<file path="config.mk">
export PLATFORM = sky130hd
export DESIGN_NAME = cip_top
export DESIGN_NICKNAME = d
export VERILOG_FILES = /design/src/cip_pkg.sv /design/src/cip_unmask_if.sv /design/src/cip_unmask_edge.sv /design/src/cip_top.sv
export VERILOG_INCLUDE_DIRS = /design/src /design/src/src
export SDC_FILE = /design/constraint.sdc
export NUM_CORES = 1
export LEC_CHECK = 0
export BUFFER_PORTS_ARGS = -buffer_cell sky130_fd_sc_hd__buf_2
export CAP_MARGIN = 20
export CORE_ASPECT_RATIO = 1.5
export CORE_MARGIN = 2
export CORE_UTILIZATION = 45
export DETAILED_ROUTE_END_ITERATION = 8
export PLACE_DENSITY = 0.67
export SLEW_MARGIN = 10
export SYNTH_ARGS = -nofsm -noshare
export SYNTH_HDL_FRONTEND = slang
export SYNTH_SLANG_ARGS = --single-unit
</file>
<file path="constraint.sdc">
create_clock -name core_clk_in -period 14.1 [get_ports core_clk_in]
set_input_delay 2.82 -clock core_clk_in [delete_from_list [all_inputs] [get_ports core_clk_in]]
set_output_delay 2.82 -clock core_clk_in [all_outputs]
set_load 0.03 [all_outputs]
</file>
<file path="src/cip_cfg.svh">
`ifndef CIP_CFG_SVH
`define CIP_CFG_SVH
// register addresses
`define CIP_ADDR_CTRL      32'hffd00000
`define CIP_ADDR_PRIO_A    32'hffd00004
`define CIP_ADDR_PRIO_B    32'hffd00008
`define CIP_ADDR_PRIO_C    32'hffd0000c
`define CIP_ADDR_PRIO_D    32'hffd00010
`define CIP_ADDR_DBG_FLAG  32'hffd00014
// reset values
`define CIP_CTRL_RST_HI    16'h8000
`define CIP_CTRL_RST_LO    16'h0000
`define CIP_PRIO_RST       16'h0000
`define CIP_PRIO_D_RST     16'hda74
// control register field positions
`define CIP_CTRL_PIN_BIT   15
`define CIP_CTRL_BLKOV_BIT 14
`define CIP_CTRL_EDGE_BIT  8
`define CIP_CTRL_LMODE_BIT 7
// event codes
`define CIP_EVT_UNMASK     12'h1c0
`define CIP_EVT_DEBUG      12'h600
`define CIP_EVT_LINE_BASE  12'h200
`define CIP_EVT_LINE_STEP  12'h020
`define CIP_EVT_NONE       12'h000
// levels and timing
`define CIP_LVL_UNMASK     5'h10
`define CIP_EDGE_HOLD_CYC  3'h6
`endif

</file>
<file path="src/cip_pkg.sv">
package cip_pkg;
   typedef logic [3:0]  cip_level_t;
   typedef logic [11:0] cip_code_t;
   typedef enum logic [1:0]
   {
      CIP_PWR_NORMAL  = 2'b00,
      CIP_PWR_SLEEP   = 2'b01,
      CIP_PWR_STANDBY = 2'b10
   } cip_pwr_e;
   typedef enum logic [1:0]
   {
      CIP_EDGE_ARMED = 2'b00,
      CIP_EDGE_HOLD  = 2'b01
   } cip_edge_e;
endpackage : cip_pkg

</file>
<file path="src/cip_unmask_if.sv">
`timescale 1ns/1ps
interface cip_unmask_if;
   logic pin_sync;
   logic edge_rise;
   logic edge_changed;
   logic pend_clear;
   logic pending;
   modport detector
   (
      input  pin_sync,
      input  edge_rise,
      input  edge_changed,
      input  pend_clear,
      output pending
   );
   modport owner
   (
      output pin_sync,
      output edge_rise,
      output edge_changed,
      output pend_clear,
      input  pending
   );
endinterface : cip_unmask_if

</file>
<file path="src/cip_unmask_edge.sv">
`timescale 1ns/1ps
`include "cip_cfg.svh"
module cip_unmask_edge
(
   input  wire logic         core_clk_in,
   input  wire logic         sys_rst_in,
   cip_unmask_if.detector    link
);
   import cip_pkg::*;
   cip_edge_e  state_reg;
   logic [2:0] hold_cnt_reg;
   logic       prev_reg;
   logic       pend_reg;
   logic       hit;

   assign hit = (state_reg == CIP_EDGE_ARMED) &&
                (link.edge_rise ? (link.pin_sync && !prev_reg) : (!link.pin_sync && prev_reg));
   assign link.pending = pend_reg;

   always_ff @(posedge core_clk_in or posedge sys_rst_in)
      if (sys_rst_in)
         prev_reg <= 1'b0;
      else
         prev_reg <= link.pin_sync;

   // edge select change blanks detection; edge across a polarity flip is not a real event
   always_ff @(posedge core_clk_in or posedge sys_rst_in)
      if (sys_rst_in)
      begin
         state_reg    <= CIP_EDGE_ARMED;
         hold_cnt_reg <= 3'h0;
      end
      else
         case (state_reg)
            CIP_EDGE_ARMED:
               if (link.edge_changed)
               begin
                  state_reg    <= CIP_EDGE_HOLD;
                  hold_cnt_reg <= `CIP_EDGE_HOLD_CYC - 3'h1;
               end
            CIP_EDGE_HOLD:
               if (link.edge_changed)
                  hold_cnt_reg <= `CIP_EDGE_HOLD_CYC - 3'h1;
               else if (hold_cnt_reg == 3'h0)
                  state_reg <= CIP_EDGE_ARMED;
               else
                  hold_cnt_reg <= hold_cnt_reg - 3'h1;
            default:
               state_reg <= CIP_EDGE_ARMED;
         endcase

   // set wins over clear
   always_ff @(posedge core_clk_in or posedge sys_rst_in)
      if (sys_rst_in)
         pend_reg <= 1'b0;
      else if (hit)
         pend_reg <= 1'b1;
      else if (link.pend_clear)
         pend_reg <= 1'b0;

   hold_max_a: assert property (@(posedge core_clk_in) disable iff (sys_rst_in)
      ($rose(state_reg == CIP_EDGE_HOLD) && !link.edge_changed) ##1 (!link.edge_changed) [*5]
      |=> state_reg == CIP_EDGE_ARMED)
      else $error("edge blanking exceeds six cycles");
   edge_sets_a: assert property (@(posedge core_clk_in) disable iff (sys_rst_in)
      hit |=> pend_reg)
      else $error("detected edge did not set pending");
endmodule : cip_unmask_edge

</file>
<file path="src/cip_top.sv">
// Contract
// - every maskable source has a level 0 to 15, 15 highest.
// - level 0 means the source is masked and ignored.
// - unmaskable request ranks at level 16 above all others.
// - unmaskable request accepted unless block bit is 1.
// - in sleep the unmaskable request is accepted regardless of block bit.
// - override control bit lets unmaskable request through despite block bit.
// - unmaskable input edge-detected; control bit picks rising or falling.
// - after edge select changes, detection blanked at most 6 cycles.
// - unmaskable handling leaves the cpu mask level unchanged.
// - control register resets to 0x8000 if pin high, else 0x0000.
// - priority registers a, b, c reset to zero.
// - priority register d resets to 0xda74.
// - all registers initialise on power-on or manual reset; the debug flag clears on power-on only.
// - request lines act as four independent or one encoded request.
// - request lines are masked by the cpu mask level.
// - debug interrupt takes event code 0x600.
// - debug priority comes from bits 3:0 of priority register c.
// - debug request sets when interrupt instruction is loaded.
// - debug request holds until software writes 0 to the flag.
// - debug interrupt or reset accepted in sleep and ends sleep.
// - in standby no debug interrupt or reset is accepted.
// - encoded mode: lines give level directly, 0000 is no request.
// - line mode bit 1 selects independent request operation.
`timescale 1ns/1ps
`include "cip_cfg.svh"
module cip_top
#(
   parameter int MOD_SRCS = 4
)
(
   input  wire logic                        core_clk_in,
   input  wire logic                        sys_rst_in,
   input  wire logic                        manual_rst_in,
   input  wire logic                        unmask_pin_in,
   input  wire logic [3:0]                  encoded_request_lines_in,
   input  wire logic [MOD_SRCS-1:0]         module_req_in,
   input  wire logic                        block_bit_in,
   input  wire cip_pkg::cip_level_t         cpu_mask_level_in,
   input  wire cip_pkg::cip_pwr_e           pwr_mode_in,
   input  wire logic                        dbg_irupt_load_in,
   input  wire logic                        dbg_reset_req_in,
   input  wire logic                        irq_ack_in,
   input  wire logic                        reg_wr_in,
   input  wire logic                        reg_rd_in,
   input  wire logic [31:0]                 reg_addr_in,
   input  wire logic [15:0]                 reg_wdata_in,
   output logic [15:0]                      reg_rdata_out,
   output logic                             irq_req_out,
   output cip_pkg::cip_level_t              irq_level_out,
   output logic                             irq_unmask_out,
   output cip_pkg::cip_code_t               event_code_register_out,
   output logic                             wake_out,
   output logic                             dbg_reset_out
);
   import cip_pkg::*;

   logic [15:0] interrupt_control_reg;
   logic [15:0] priority_level_a_reg;
   logic [15:0] priority_level_b_reg;
   logic [15:0] priority_level_c_reg;
   logic [15:0] priority_level_d_reg;
   logic        debug_request_flag_reg;
   logic        unm_meta_reg;
   logic        unm_sync_reg;
   logic [3:0]  irl_meta_reg;
   logic [3:0]  irl_sync_reg;
   logic [1:0]  strap_cnt_reg;
   logic        any_rst;
   logic        wr_ctrl;
   logic        edge_changed;
   logic        line_mode;
   logic        unm_take;
   logic        best_valid;
   cip_level_t  best_level;
   cip_code_t   best_code;
   logic        dbg_accept;

   cip_unmask_if ulink ();

   function automatic logic hit(input logic [31:0] a, input logic [31:0] b);
      hit = (a == b);
   endfunction : hit

   function automatic cip_level_t nib(input logic [15:0] r, input int idx);
      nib = r[idx*4 +: 4];
   endfunction : nib

   // manual reset is a clocked reset; power-on is the async one
   assign any_rst      = manual_rst_in;
   assign wr_ctrl      = reg_wr_in && hit(reg_addr_in, `CIP_ADDR_CTRL);
   assign edge_changed = wr_ctrl &&
      (reg_wdata_in[`CIP_CTRL_EDGE_BIT] != interrupt_control_reg[`CIP_CTRL_EDGE_BIT]);
   assign line_mode    = interrupt_control_reg[`CIP_CTRL_LMODE_BIT];

   // both pins cross from outside the clock domain
   always_ff @(posedge core_clk_in or posedge sys_rst_in)
      if (sys_rst_in)
      begin
         unm_meta_reg <= 1'b0;
         unm_sync_reg <= 1'b0;
         irl_meta_reg <= 4'h0;
         irl_sync_reg <= 4'h0;
      end
      else
      begin
         unm_meta_reg <= unmask_pin_in;
         unm_sync_reg <= unm_meta_reg;
         irl_meta_reg <= encoded_request_lines_in;
         irl_sync_reg <= irl_meta_reg;
      end

   assign ulink.pin_sync     = unm_sync_reg;
   assign ulink.edge_rise    = interrupt_control_reg[`CIP_CTRL_EDGE_BIT];
   assign ulink.edge_changed = edge_changed;
   assign ulink.pend_clear   = irq_ack_in && irq_unmask_out;

   cip_unmask_edge u_cip_unmask_edge
   (
      .core_clk_in (core_clk_in),
      .sys_rst_in  (sys_rst_in),
      .link        (ulink.detector)
   );

   // strap: wait out both synchroniser stages, never peek at the first one
   always_ff @(posedge core_clk_in or posedge sys_rst_in)
      if (sys_rst_in)
         strap_cnt_reg <= 2'h3;
      else if (any_rst)
         strap_cnt_reg <= 2'h3;
      else if (strap_cnt_reg != 2'h0)
         strap_cnt_reg <= strap_cnt_reg - 2'h1;

   always_ff @(posedge core_clk_in or posedge sys_rst_in)
      if (sys_rst_in)
         interrupt_control_reg <= `CIP_CTRL_RST_LO;
      else if (any_rst)
         interrupt_control_reg <= `CIP_CTRL_RST_LO;
      else if (strap_cnt_reg == 2'h1)
         interrupt_control_reg <= unm_sync_reg ? `CIP_CTRL_RST_HI : `CIP_CTRL_RST_LO;
      else if (wr_ctrl)
         interrupt_control_reg <= {unm_sync_reg, reg_wdata_in[14:0]};
      else
         interrupt_control_reg[`CIP_CTRL_PIN_BIT] <= unm_sync_reg;

   always_ff @(posedge core_clk_in or posedge sys_rst_in)
      if (sys_rst_in)
      begin
         priority_level_a_reg <= `CIP_PRIO_RST;
         priority_level_b_reg <= `CIP_PRIO_RST;
         priority_level_c_reg <= `CIP_PRIO_RST;
         priority_level_d_reg <= `CIP_PRIO_D_RST;
      end
      else if (any_rst)
      begin
         priority_level_a_reg <= `CIP_PRIO_RST;
         priority_level_b_reg <= `CIP_PRIO_RST;
         priority_level_c_reg <= `CIP_PRIO_RST;
         priority_level_d_reg <= `CIP_PRIO_D_RST;
      end
      else if (reg_wr_in)
      begin
         if (hit(reg_addr_in, `CIP_ADDR_PRIO_A))
            priority_level_a_reg <= reg_wdata_in;
         if (hit(reg_addr_in, `CIP_ADDR_PRIO_B))
            priority_level_b_reg <= reg_wdata_in;
         if (hit(reg_addr_in, `CIP_ADDR_PRIO_C))
            priority_level_c_reg <= reg_wdata_in;
         if (hit(reg_addr_in, `CIP_ADDR_PRIO_D))
            priority_level_d_reg <= reg_wdata_in;
      end

   // standby drops the debug load; writing 1 keeps the flag, only 0 clears
   always_ff @(posedge core_clk_in or posedge sys_rst_in)
      if (sys_rst_in)
         debug_request_flag_reg <= 1'b0;
      else if (dbg_irupt_load_in && pwr_mode_in != CIP_PWR_STANDBY)
         debug_request_flag_reg <= 1'b1;
      else if (reg_wr_in && hit(reg_addr_in, `CIP_ADDR_DBG_FLAG) && !reg_wdata_in[0])
         debug_request_flag_reg <= 1'b0;

   always_ff @(posedge core_clk_in or posedge sys_rst_in)
      if (sys_rst_in)
         reg_rdata_out <= 16'h0000;
      else if (reg_rd_in)
         case (reg_addr_in)
            `CIP_ADDR_CTRL:     reg_rdata_out <= interrupt_control_reg;
            `CIP_ADDR_PRIO_A:   reg_rdata_out <= priority_level_a_reg;
            `CIP_ADDR_PRIO_B:   reg_rdata_out <= priority_level_b_reg;
            `CIP_ADDR_PRIO_C:   reg_rdata_out <= priority_level_c_reg;
            `CIP_ADDR_PRIO_D:   reg_rdata_out <= priority_level_d_reg;
            `CIP_ADDR_DBG_FLAG: reg_rdata_out <= {15'h0000, debug_request_flag_reg};
            default:            reg_rdata_out <= 16'h0000;
         endcase

   // unmaskable path: block bit gates it unless sleeping or override set
   assign unm_take = ulink.pending &&
      (!block_bit_in || pwr_mode_in == CIP_PWR_SLEEP ||
       interrupt_control_reg[`CIP_CTRL_BLKOV_BIT]);
   assign dbg_accept = debug_request_flag_reg && pwr_mode_in != CIP_PWR_STANDBY;

   // maskable arbitration; first found at a level wins ties, so order sets default rank
   always_comb
   begin
      cip_level_t lv;
      best_valid = 1'b0;
      best_level = 4'h0;
      best_code  = `CIP_EVT_NONE;
      lv         = 4'h0;
      if (line_mode)
      begin
         for (int i = 3; i >= 0; i--)
         begin
            lv = nib(priority_level_d_reg, i);
            // independent line i asserted low; level from register d nibble
            if (!irl_sync_reg[i] && lv != 4'h0 && lv > best_level)
            begin
               best_valid = 1'b1;
               best_level = lv;
               best_code  = `CIP_EVT_LINE_BASE + `CIP_EVT_LINE_STEP * 12'(3 - i);
            end
         end
      end
      else if (irl_sync_reg != 4'h0)
      begin
         best_valid = 1'b1;
         best_level = irl_sync_reg;
         best_code  = `CIP_EVT_LINE_BASE + `CIP_EVT_LINE_STEP * 12'(4'hf - irl_sync_reg);
      end
      lv = nib(priority_level_c_reg, 0);
      if (dbg_accept && lv != 4'h0 && lv > best_level)
      begin
         best_valid = 1'b1;
         best_level = lv;
         best_code  = `CIP_EVT_DEBUG;
      end
      for (int m = 0; m < MOD_SRCS; m++)
      begin
         lv = nib(m < 4 ? priority_level_a_reg : priority_level_b_reg, m % 4);
         if (module_req_in[m] && lv != 4'h0 && lv > best_level)
         begin
            best_valid = 1'b1;
            best_level = lv;
            best_code  = `CIP_EVT_LINE_BASE + 12'h200 + 12'(m) * `CIP_EVT_LINE_STEP;
         end
      end
   end

   // the cpu mask is never written here; exception entry keeps it
   always_ff @(posedge core_clk_in or posedge sys_rst_in)
      if (sys_rst_in)
      begin
         irq_req_out             <= 1'b0;
         irq_level_out           <= 4'h0;
         irq_unmask_out          <= 1'b0;
         event_code_register_out <= `CIP_EVT_NONE;
      end
      else if (unm_take)
      begin
         irq_req_out             <= 1'b1;
         irq_level_out           <= 4'hf;
         irq_unmask_out          <= 1'b1;
         event_code_register_out <= `CIP_EVT_UNMASK;
      end
      else if (best_valid && best_level > cpu_mask_level_in && !block_bit_in)
      begin
         irq_req_out             <= 1'b1;
         irq_level_out           <= best_level;
         irq_unmask_out          <= 1'b0;
         event_code_register_out <= best_code;
      end
      else
      begin
         irq_req_out    <= 1'b0;
         irq_unmask_out <= 1'b0;
      end

   always_ff @(posedge core_clk_in or posedge sys_rst_in)
      if (sys_rst_in)
      begin
         wake_out      <= 1'b0;
         dbg_reset_out <= 1'b0;
      end
      else
      begin
         wake_out      <= pwr_mode_in == CIP_PWR_SLEEP &&
                          (debug_request_flag_reg || dbg_reset_req_in || ulink.pending);
         dbg_reset_out <= dbg_reset_req_in && pwr_mode_in != CIP_PWR_STANDBY;
      end

   // outputs are registered, so each check looks one edge after its cause
   unm_block_a: assert property (@(posedge core_clk_in) disable iff (sys_rst_in)
      ulink.pending && block_bit_in && pwr_mode_in == CIP_PWR_NORMAL &&
      !interrupt_control_reg[`CIP_CTRL_BLKOV_BIT] |=> !irq_unmask_out)
      else $error("unmaskable taken while blocked");
   unm_sleep_a: assert property (@(posedge core_clk_in) disable iff (sys_rst_in)
      ulink.pending && pwr_mode_in == CIP_PWR_SLEEP |=> irq_unmask_out)
      else $error("unmaskable not taken in sleep");
   unm_override_a: assert property (@(posedge core_clk_in) disable iff (sys_rst_in)
      ulink.pending && interrupt_control_reg[`CIP_CTRL_BLKOV_BIT] |=>
      irq_unmask_out && event_code_register_out == `CIP_EVT_UNMASK)
      else $error("override did not pass unmaskable");
   unm_rank_a: assert property (@(posedge core_clk_in) disable iff (sys_rst_in)
      unm_take |=> irq_unmask_out)
      else $error("unmaskable lost arbitration");
   dbg_hold_a: assert property (@(posedge core_clk_in) disable iff (sys_rst_in)
      debug_request_flag_reg && !(reg_wr_in && hit(reg_addr_in, `CIP_ADDR_DBG_FLAG))
      |=> debug_request_flag_reg)
      else $error("debug flag dropped without clear");
   dbg_standby_a: assert property (@(posedge core_clk_in) disable iff (sys_rst_in)
      pwr_mode_in == CIP_PWR_STANDBY |=> !dbg_reset_out)
      else $error("debug reset taken in standby");
   mask_level_a: assert property (@(posedge core_clk_in) disable iff (sys_rst_in)
      irq_req_out && !irq_unmask_out |-> irq_level_out > $past(cpu_mask_level_in))
      else $error("request at or below mask level");
   zero_masked_a: assert property (@(posedge core_clk_in) disable iff (sys_rst_in)
      irq_req_out && !irq_unmask_out |-> irq_level_out != 4'h0)
      else $error("level zero source presented");
   dbg_code_a: assert property (@(posedge core_clk_in) disable iff (sys_rst_in)
      irq_req_out && event_code_register_out == `CIP_EVT_DEBUG |->
      irq_level_out == $past(priority_level_c_reg[3:0]))
      else $error("debug level not from register c");
   strap_load_a: assert property (@(posedge core_clk_in) disable iff (sys_rst_in)
      !any_rst && strap_cnt_reg == 2'h1 |=>
      interrupt_control_reg == ($past(unm_sync_reg) ? `CIP_CTRL_RST_HI : `CIP_CTRL_RST_LO))
      else $error("control register strap wrong");
   man_rst_a: assert property (@(posedge core_clk_in) disable iff (sys_rst_in)
      any_rst |=> priority_level_a_reg == `CIP_PRIO_RST &&
      priority_level_d_reg == `CIP_PRIO_D_RST)
      else $error("manual reset missed priority registers");
   dbg_set_a: assert property (@(posedge core_clk_in) disable iff (sys_rst_in)
      dbg_irupt_load_in && pwr_mode_in != CIP_PWR_STANDBY |=> debug_request_flag_reg)
      else $error("debug load did not set flag");
   encoded_lvl_a: assert property (@(posedge core_clk_in) disable iff (sys_rst_in)
      irq_req_out && !irq_unmask_out && !$past(line_mode) && $past(irl_sync_reg) == 4'hf
      |-> irq_level_out == 4'hf)
      else $error("encoded level fifteen not presented");
   wake_sleep_a: assert property (@(posedge core_clk_in) disable iff (sys_rst_in)
      wake_out |-> $past(pwr_mode_in) == CIP_PWR_SLEEP)
      else $error("wake raised outside sleep");

   unm_taken_c: cover property (@(posedge core_clk_in) irq_unmask_out);
   dbg_taken_c: cover property (@(posedge core_clk_in)
      irq_req_out && event_code_register_out == `CIP_EVT_DEBUG);
   line_ind_c: cover property (@(posedge core_clk_in) irq_req_out && line_mode);
   wake_c: cover property (@(posedge core_clk_in) wake_out);
   line_enc_c: cover property (@(posedge core_clk_in) irq_req_out && !line_mode && !irq_unmask_out);
endmodule : cip_top

</file>
==> results.py, run 1 <==
metrics = {
    "setup_path": {
        "ff2ff_setup_slack_ns": 0.49,
        "cp_top_family": "compound AO/OA/AOI/OAI gates",
        "slowest_stage": "dfstp_2",
        "reg2reg_to": "event_code_register_out[7]$_DFFE_PP0P_",
        "cp.buffers_inverters": 6,
        "cp.required_ns": 14.40,
        "critPathMaxStageDelay_ns": 0.54,
        "crit_path_start_kind": "flop",
        "end_kind": "flop",
        "crit_fanout": 7,
        "reg2reg_from": "priority_level_d_reg[12]$_DFFE_PP1P_",
        "r2r_cells": 71,
        "arrival_ns": 13.90,
        "path_class": "flop to flop",
    },
    "synth": {
        "synth_warnings": 0,
        "synth_area_per_cell_um2": 8.64,
        "synth_area_mm2": 0.00801,
        "netlist_instances": 927,
        "ys.flop_type": "dfrtp_1",
        "synth_area_leaders": "dfrtp_1, nand2_1, ha_1, a21oi_1, mux2i_1",
        "ys_types": 81,
        "yosysTopAreaCellShare_pct": 36.9,
        "yosysSeqAreaShare_pct": 40.5,
        "yosys.area.top_type": "dfrtp_1",
        "ys_async_sr_fraction_pct": 100,
        "synth_edf_count": 0,
        "yosys_register_bits": 129,
    },
    "floorplanning": {
        "ioPinCount": 108,
        "die-area_mm2": 0.0189,
        "row_count": 59,
        "die_w_um": 113,
        "start_util_pct": 45.9,
        "coreArea_mm2": 0.0174,
        "die_h_um": 167,
    },
    "run_status": {
        "violations": "DRC",
        "outcome": "complete, but fails checks",
    },
    "clocking": {
        "cts-root-buf": "clkbuf_16",
        "htreeDepth": 4,
        "clock_latency_ns": 0.43,
        "clk_pin_slew_ns": 0.07,
        "cts.sinks": 129,
        "cts_buffer_depth": 2,
        "cts_tree": "yes",
        "cts_made_buffers": 17,
        "cts_hold_buf": 0,
    },
    "routing": {
        "vias_per_cell": 5.92,
        "routedWlPerCell_um": 19.9,
        "via_count": 7479,
        "ant_nets": 0,
        "drtPass1Iterations": 9,
        "totalWireLength_um": 25100,
        "drc": 4,
        "drt_iter0_markers": 594,
    },
    "finish": {
        "final_area_mm2": 0.00983,
        "nets": 1144,
        "final_layout_size_suffix_gt1_share_pct": 25.9,
        "diodes": 0,
        "syn_to_final_growth_pct": 22.9,
        "mostFrequentLayoutCell": "nand2_1",
        "fill_cells": 1617,
        "final_util_pct": 56.4,
        "multiInputGateArea_mm2": 0.00467,
        "seqCellArea_mm2": 0.00324,
        "final_cell_mix": "nand2_1, dfrtp_1, buf_2, a21oi_1, inv_1",
    },
    "sta": {
        "worstMarginPinSlew_ns": 0.977,
        "fin_skew_ns": 0.0120,
        "setup_viol": 0,
        "max_freq_mhz": 73.5,
        "maxSlewHeadroom_pct": 34.9,
        "layout_setup_ws_ns": 0.494,
        "finalHoldViolCount": 0,
        "fin_crit_ns": 13.61,
        "report.final.slew_viol_count": 0,
        "whs_ns": 0.353,
        "min_period_over_period_pct": 96.5,
    },
    "grt": {
        "grt_usage_pct": 26.0,
        "grt_pass1_vias": 7436,
        "grt_pass1_wl_um": 38700,
        "grt_overflow": 0,
        "antenna_found_initial": 0,
        "grt_max_degree": 77,
    },
    "min_path": {
        "min_path_cells": 0,
        "worst_hold_path_type": "flop to flop",
        "hold_end": "irl_sync_reg[2]$_DFF_PP0_",
        "min_from": "irl_meta_reg[2]$_DFF_PP0_",
    },
    "flow_run": {
        "drv_cap": 0,
    },
    "placement": {
        "place.port_buffers": 101,
        "dp_hpwl_um": 17700,
        "place_congestion": 0.960,
        "dp_slack_ns": -0.394,
        "place_area_mm2": 0.00881,
    },
    "pwr": {
        "leakagePower_nw": 4.32,
        "power.density_mw_per_mm2": 98.2,
        "vdd_drop_max_uv": 63.5,
    },
}
## where the power goes
part | switching [mW] | total (mW) | internal (mW)
registers | 0.00624 | 0.387 | 0.380
logic | 0.0837 | 0.131 | 0.0472
clock network | 0.196 | 0.448 | 0.252
total | 0.286 | 0.966 | 0.680
## Yosys cell counts, types with 4 or more instances
library cell	number
a31oi_1	5
nand2b_1	13
a22o_1	17
o211ai_1	4
nor3_1	12
mux2_2	5
nor2_1	42
clkbuf_1	45
a211oi_1	6
nand2_1	178
dfrtp_1	118
o21a_1	4
nor4_1	10
o21ai_0	54
o22ai_1	17
a21o_1	11
o21ai_1	5
nand3b_1	11
dfstp_2	11
ha_1	34
and3_1	6
a21oi_1	80
inv_1	55
nand3_1	23
o211a_1	7
mux2i_1	32
buf_4	8
and2_1	7
nor2b_1	10
nand4_1	8
a22oi_1	10
## metrics by stage
step	total power [mW]	TNS, ns	instances
finish	0.966	0	1264
global route	0.996	-1.41	1264
CTS	0.959	0	1254
detailed placement	0.511	-3.96	1221
global placement	0.510	-0.539	1220
floorplan	0.469	0	932
## routing by layer
metal	track usage, %	part of all wire [%]	up-vias
met5	0	0	-
met4	11.9	4.1	0
met3	3.73	4.4	64
met2	47.7	53	285
met1	29.4	38	3623
li1	-	-	3507
## timing repair
item | 4_1_cts | 5_1_grt
setup endpoints to repair | 11 | 11
pin swaps | 1 | 27
hold endpoints to repair | 0 | 0
gates resized for setup | 11 | 62
setup buffers | 1 | 9
## layout make-up
cell class,count,share of cell area [%]
Clock buffer,17,4.33
Clock inverter,15,1.70
Inverter,55,2.18
Multi-Input combinational cell,690,47.5
Sequential cell,129,33.0
Tap cell,213,2.71
Timing Repair Buffer,145,8.61
## worst max path at each step
stage                                          from                                     end  slack [ns]  cells after the start
2_1_floorplan  priority_level_d_reg[14]$_DFFE_PP1P_  event_code_register_out[7]$_DFFE_PP0P_        0.04                     75
3_3_place_gp   priority_level_d_reg[15]$_DFFE_PP1P_  event_code_register_out[9]$_DFFE_PP0P_       -0.07                     72
3_5_place_dp   priority_level_d_reg[15]$_DFFE_PP1P_  event_code_register_out[9]$_DFFE_PP0P_       -0.39                     72
4_1_cts                   irl_sync_reg[3]$_DFF_PP0_            irq_level_out[0]$_DFFE_PP0P_        0.02                     71
5_1_grt        priority_level_d_reg[12]$_DFFE_PP1P_  event_code_register_out[7]$_DFFE_PP0P_       -0.21                     76
6_report       priority_level_d_reg[12]$_DFFE_PP1P_  event_code_register_out[7]$_DFFE_PP0P_        0.49                     71
## cells by family (layout without fill, tap and decap cells)
logic type / Yosys count / in the layout / share of synthesized area, %
buffers and inverters: 113 / 232 / 5.78
DFF: 129 / 129 / 40.5
other: 1 / 6 / 0.0468
muxes: 38 / 38 / 4.89
and+or+nand+nor: 346 / 346 / 20.6
xor gates and xnor gates: 5 / 5 / 0.547
adders and majority gates: 35 / 35 / 5.44
AOI/OAI and AO/OA: 260 / 260 / 22.2
Power figures use the tool's default switching activity.
==> inputs of run 2 (changes only) <==
--- a/config.mk
+++ b/config.mk
@@ -8,7 +8,6 @@
 export LEC_CHECK = 0
 export BUFFER_PORTS_ARGS = -buffer_cell sky130_fd_sc_hd__buf_2
 export CAP_MARGIN = 20
-export CORE_ASPECT_RATIO = 1.5
 export CORE_MARGIN = 2
 export CORE_UTILIZATION = 45
 export DETAILED_ROUTE_END_ITERATION = 8
==> results.py, run 2 (synthesis gave the netlist of run 1 again) <==
metrics = {
    "finish": {
        "final_cell_mix": "nand2_1, dfrtp_1, buf_2, a21oi_1, inv_1",
        "syn_to_final_growth_pct": 22.5,
        "diodes": 0,
        "fin_cells": 1272,
        "nets": 1140,
        "multiInputGateArea_mm2": 0.00470,
        "final_layout_size_suffix_gt1_share_pct": 25.5,
        "seqCellArea_mm2": 0.00324,
        "final_area_mm2": 0.00980,
        "final_util_pct": 56.5,
        "fill_cells": 1552,
        "mostFrequentLayoutCell": "nand2_1",
    },
    "floorplanning": {
        "die_w_um": 137,
        "die_h_um": 137,
        "start_util_pct": 46.1,
        "row_count": 48,
        "ioPinCount": 108,
        "coreArea_mm2": 0.0174,
        "die-area_mm2": 0.0189,
    },
    "grt": {
        "grt_usage_pct": 26.0,
        "grt_pass1_vias": 7293,
        "grt_pass1_wl_um": 37900,
        "antenna_found_initial": 0,
        "grt_max_degree": 70,
        "grt_overflow": 0,
    },
    "clocking": {
        "htreeDepth": 4,
        "cts.sinks": 129,
        "cts_buffer_depth": 2,
        "clock_latency_ns": 0.42,
        "clk_pin_slew_ns": 0.06,
        "cts-root-buf": "clkbuf_16",
        "cts_made_buffers": 17,
        "cts_tree": "yes",
    },
    "setup_path": {
        "end_kind": "flop",
        "path_class": "flop to flop",
        "cp_top_family": "compound AO/OA/AOI/OAI gates",
        "r2r_cells": 74,
        "reg2reg_from": "priority_level_d_reg[12]$_DFFE_PP1P_",
        "critPathMaxStageDelay_ns": 0.53,
        "crit_cells": 74,
        "cp.buffers_inverters": 5,
        "slowest_stage": "dfstp_2",
        "cp.required_ns": 14.40,
        "reg2reg_to": "event_code_register_out[8]$_DFFE_PP0P_",
        "critPathLaunch": "priority_level_d_reg[12]$_DFFE_PP1P_",
        "crit_end": "event_code_register_out[8]$_DFFE_PP0P_",
        "arrival_ns": 13.87,
        "crit_path_start_kind": "flop",
        "ff2ff_setup_slack_ns": 0.53,
        "crit_fanout": 7,
    },
    "sta": {
        "fin_crit_ns": 13.57,
        "setup_viol": 0,
        "max_freq_mhz": 73.7,
        "worstMarginPinSlew_ns": 0.949,
        "fin_skew_ns": 0.0113,
        "report.final.slew_viol_count": 0,
        "min_period_over_period_pct": 96.2,
        "maxSlewHeadroom_pct": 36.1,
        "layout_setup_ws_ns": 0.534,
        "setup-tns-final_ns": 0,
        "finalHoldViolCount": 0,
        "whs_ns": 0.347,
    },
    "pwr": {
        "power_switching_uw": 270,
        "p_sw_share_pct": 28.6,
        "pwr-share-clk_pct": 45.2,
        "comb_power_share_pct": 13.7,
        "p_int_uw": 673,
        "seq_power_share_pct": 41.1,
        "power.density_mw_per_mm2": 96.1,
        "leakagePower_nw": 4.25,
        "power.total_uw": 943,
        "vdd_drop_max_uv": 83.3,
    },
    "placement": {
        "place_congestion": 0.930,
        "placed_cells": 1227,
        "dp_slack_ns": -0.190,
        "dp_hpwl_um": 16500,
        "place_area_mm2": 0.00876,
        "place.port_buffers": 101,
    },
    "routing": {
        "vias_per_cell": 5.92,
        "drtPass1Iterations": 5,
        "drc": 0,
        "drt_iter0_markers": 712,
        "totalWireLength_um": 24100,
        "ant_nets": 0,
        "via_count": 7530,
        "routedWlPerCell_um": 19.0,
    },
    "flow_run": {
        "drv_cap": 0,
    },
    "run_status": {
        "outcome": "finished clean",
    },
    "min_path": {
        "worst_hold_path_type": "flop to flop",
    },
}
run 2: metal layers:
| layer | routed length [µm] | global-route usage [%] | vias up |
|---|---|---|---|
| li1 | - | - | 3489 |
| met1 | 10500 | 34.8 | 3701 |
| met2 | 11700 | 42.3 | 279 |
| met3 | 1230 | 4.67 | 61 |
| met4 | 760 | 9.11 | 0 |
| met5 | 0 | 0 | - |
run 2: worst reg2reg max path, delay by kind of cell (launching register included):
kind | cells | cell delay, ns
flip-flops | 1 | 0.53
AND/OR/NAND/NOR | 26 | 2.93
multiplexers | 4 | 1.16
buffers and inverters | 5 | 0.61
adder cells (fa/ha/maj) | 10 | 2.85
AO/OA/AOI/OAI | 29 | 5.35
run 2: worst min path at each step:
stage / cells after the start / end / slack (ns) / start
finish: 0 / irl_sync_reg[2]$_DFF_PP0_ / 0.35 / irl_meta_reg[2]$_DFF_PP0_
global route: 0 / irl_sync_reg[0]$_DFF_PP0_ / 0.35 / irl_meta_reg[0]$_DFF_PP0_
CTS: 0 / irl_sync_reg[0]$_DFF_PP0_ / 0.35 / irl_meta_reg[0]$_DFF_PP0_
detailed placement: 0 / irl_sync_reg[2]$_DFF_PP0_ / 0.34 / irl_meta_reg[2]$_DFF_PP0_
global placement: 0 / irl_sync_reg[1]$_DFF_PP0_ / 0.33 / irl_meta_reg[1]$_DFF_PP0_
floorplan: 0 / irl_sync_reg[0]$_DFF_PP0_ / 0.33 / irl_meta_reg[0]$_DFF_PP0_
run 2: cell type report:
type                            instances  share of cell area, %
Inverter                               55                   2.13
Multi-Input combinational cell        690                   47.9
Clock buffer                           17                   4.34
Timing Repair Buffer                  141                   8.23
Sequential cell                       129                   33.1
Clock inverter                         15                   1.40
Tap cell                              225                   2.87
run 2: power by group through the flow:
| stage | sequential [mW] | combinational [mW] | clock [mW] |
|---|---|---|---|
| finish | 0.387 | 0.129 | 0.426 |
| global route | 0.388 | 0.142 | 0.449 |
| CTS | 0.387 | 0.116 | 0.430 |
| detailed placement | 0.394 | 0.115 | 0 |
| global placement | 0.393 | 0.114 | 0 |
| floorplan | 0.402 | 0.0668 | 0 |
run 2: repair_timing:
| action | in CTS | in global routing |
|---|---|---|
| hold buffers | 0 | 0 |
| setup endpoints to repair | 11 | 11 |
| setup buffers | 0 | 14 |
| gates resized for setup | 3 | 69 |
| hold endpoints to repair | 0 | 0 |
| cloned | 0 | 0 |
| pin swaps | 0 | 36 |
==> inputs of run 3 (changes only) <==
--- a/config.mk
+++ b/config.mk
@@ -11,7 +11,6 @@
 export CORE_MARGIN = 2
 export CORE_UTILIZATION = 45
 export DETAILED_ROUTE_END_ITERATION = 8
-export PLACE_DENSITY = 0.67
 export SLEW_MARGIN = 10
 export SYNTH_ARGS = -nofsm -noshare
 export SYNTH_HDL_FRONTEND = slang
==> constraint.sdc (replaced) <==
create_clock -name core_clk_in -period 17.55 [get_ports core_clk_in]
set_input_delay 3.51 -clock core_clk_in [delete_from_list [all_inputs] [get_ports core_clk_in]]
set_output_delay 3.51 -clock core_clk_in [all_outputs]
set_load 0.03 [all_outputs]
==> results.py, run 3 (synthesis gave the netlist of run 1 again) <==
metrics = {
    "routing": {
        "drt_iter0_markers": 545,
        "routedWlPerCell_um": 18.9,
        "via_count": 7061,
        "drc": 0,
        "totalWireLength_um": 23400,
        "drtPass1Iterations": 5,
        "ant_nets": 0,
        "vias_per_cell": 5.70,
    },
    "flow_run": {
        "drv_cap": 0,
    },
    "sta": {
        "min_period_over_period_pct": 92.5,
        "fin_skew_ns": 0.0116,
        "rsz0062_at_grt": "false",
        "worstMarginPinSlew_ns": 1.01,
        "setup-tns-final_ns": 0,
        "maxSlewHeadroom_pct": 32.7,
        "finalHoldViolCount": 0,
        "setup_viol": 0,
        "max_freq_mhz": 61.6,
        "fin_crit_ns": 16.24,
        "report.final.slew_viol_count": 0,
        "layout_setup_ws_ns": 1.31,
        "whs_ns": 0.347,
    },
    "finish": {
        "nets": 1107,
        "final_cell_mix": "nand2_1, dfrtp_1, buf_2, a21oi_1",
        "final_util_pct": 52.8,
        "final_layout_size_suffix_gt1_share_pct": 18.3,
        "mostFrequentLayoutCell": "nand2_1",
        "syn_to_final_growth_pct": 14.4,
        "diodes": 0,
    },
    "placement": {
        "place.port_buffers": 101,
        "dp_hpwl_um": 16600,
        "dp_slack_ns": 1.57,
        "place_congestion": 0.876,
    },
    "clocking": {
        "cts_made_buffers": 17,
        "post-cts-setup-buffers": 0,
        "cts-root-buf": "clkbuf_16",
        "clock_latency_ns": 0.42,
        "cts_buffer_depth": 2,
        "cts_resized": 0,
        "cts_hold_buf": 0,
        "cts.sinks": 129,
        "clk_pin_slew_ns": 0.06,
        "cts_tree": "yes",
        "htreeDepth": 4,
    },
    "grt": {
        "grt_max_degree": 70,
        "grt_overflow": 0,
        "grt_pass1_vias": 6870,
        "antenna_found_initial": 0,
        "grt_pass1_wl_um": 36900,
        "grt_usage_pct": 25.7,
    },
    "setup_path": {
        "crit_path_start_kind": "flop",
        "end_kind": "flop",
        "critPathMaxStageDelay_ns": 0.60,
        "path_class": "flop to flop",
        "crit_fanout": 18,
        "cp.required_ns": 17.90,
        "arrival_ns": 16.59,
        "slowest_stage": "and2_1",
        "crit_path_frequent_cell": "ha_1",
    },
    "floorplanning": {
        "row_count": 48,
        "start_util_pct": 46.1,
        "die_w_um": 137,
        "ioPinCount": 108,
        "coreArea_mm2": 0.0174,
        "die-area_mm2": 0.0189,
        "die_h_um": 137,
    },
    "min_path": {
        "worst_hold_path_type": "flop to flop",
    },
    "pwr": {
        "power.density_mw_per_mm2": 79.8,
        "leakagePower_nw": 4.04,
        "vdd_drop_max_uv": 62.4,
    },
    "run_status": {
        "outcome": "finished clean",
    },
}
[run 3: cell count changes in the layout (fill, tap and decap cells not counted), moves of 4 or more]
cell,previous run,this run
o21ai_1,9,5
o21ai_0,47,54
a21oi_2,9,2
ha_4,11,0
nand2_2,4,0
mux2_4,5,1
buf_4,38,7
mux2_2,1,5
nand2_1,174,178
a21oi_1,73,80
ha_1,23,34
[run 3: critical path: cells and delay by family (launching register included)]
| family | cells | cell delay, ns |
|---|---|---|
| compound gates | 29 | 6.09 |
| simple gates | 22 | 4.28 |
| fa+ha+maj | 10 | 3.10 |
| mux | 5 | 1.60 |
| buf+inv | 4 | 0.61 |
| flops | 1 | 0.44 |
[run 3: layer usage]
metal | GRT usage (%) | wire [µm] | vias to the layer above
met3 | 4.38 | 1220 | 41
met5 | 0 | 0 | -
met1 | 35.0 | 10500 | 3367
met2 | 41.5 | 11000 | 227
li1 | - | - | 3426
met4 | 8.42 | 614 | 0
[run 3: final timing paths]
kind                                                 from                             to  slack (ns)  cells after the start
worst max-delay path            irl_sync_reg[3]$_DFF_PP0_   irq_level_out[2]$_DFFE_PP0P_        1.31                     70
worst min-delay path               unm_meta_reg$_DFF_PP0_       ulink.pin_sync$_DFF_PP0_        0.35                      0
worst max register to register  irl_sync_reg[3]$_DFF_PP0_   irq_level_out[2]$_DFFE_PP0P_        1.31                     70
worst min register to register     unm_meta_reg$_DFF_PP0_       ulink.pin_sync$_DFF_PP0_        0.35                      0
max in group asynchronous                      sys_rst_in      irl_sync_reg[0]$_DFF_PP0_       13.09                      3
min in group asynchronous                      sys_rst_in  reg_rdata_out[11]$_DFFE_PP0P_        3.15                      2
[run 3: cell type report]
cell class | instances | area [µm²]
Sequential cell | 129 | 3240
Clock inverter | 14 | 108
Tap cell | 225 | 282
Multi-Input combinational cell | 690 | 4330
Inverter | 55 | 211
Timing Repair Buffer | 108 | 558
Fill cell | 1627 | 8200
Clock buffer | 18 | 429
[run 3: power by group]
part           total [mW]  internal, mW  switching, mW
combinational      0.0918        0.0313         0.0605
clock               0.328         0.182          0.146
sequential          0.311         0.306        0.00519
[run 3: per-stage QoR]
step | instance area (µm²) | total power [mW] | instances
finish | 9160 | 0.731 | 1239
global route | 9160 | 0.757 | 1239
CTS | 9160 | 0.734 | 1239
detailed placement | 8620 | 0.408 | 1207
global placement | 8620 | 0.408 | 1207
floorplan | 8020 | 0.377 | 932
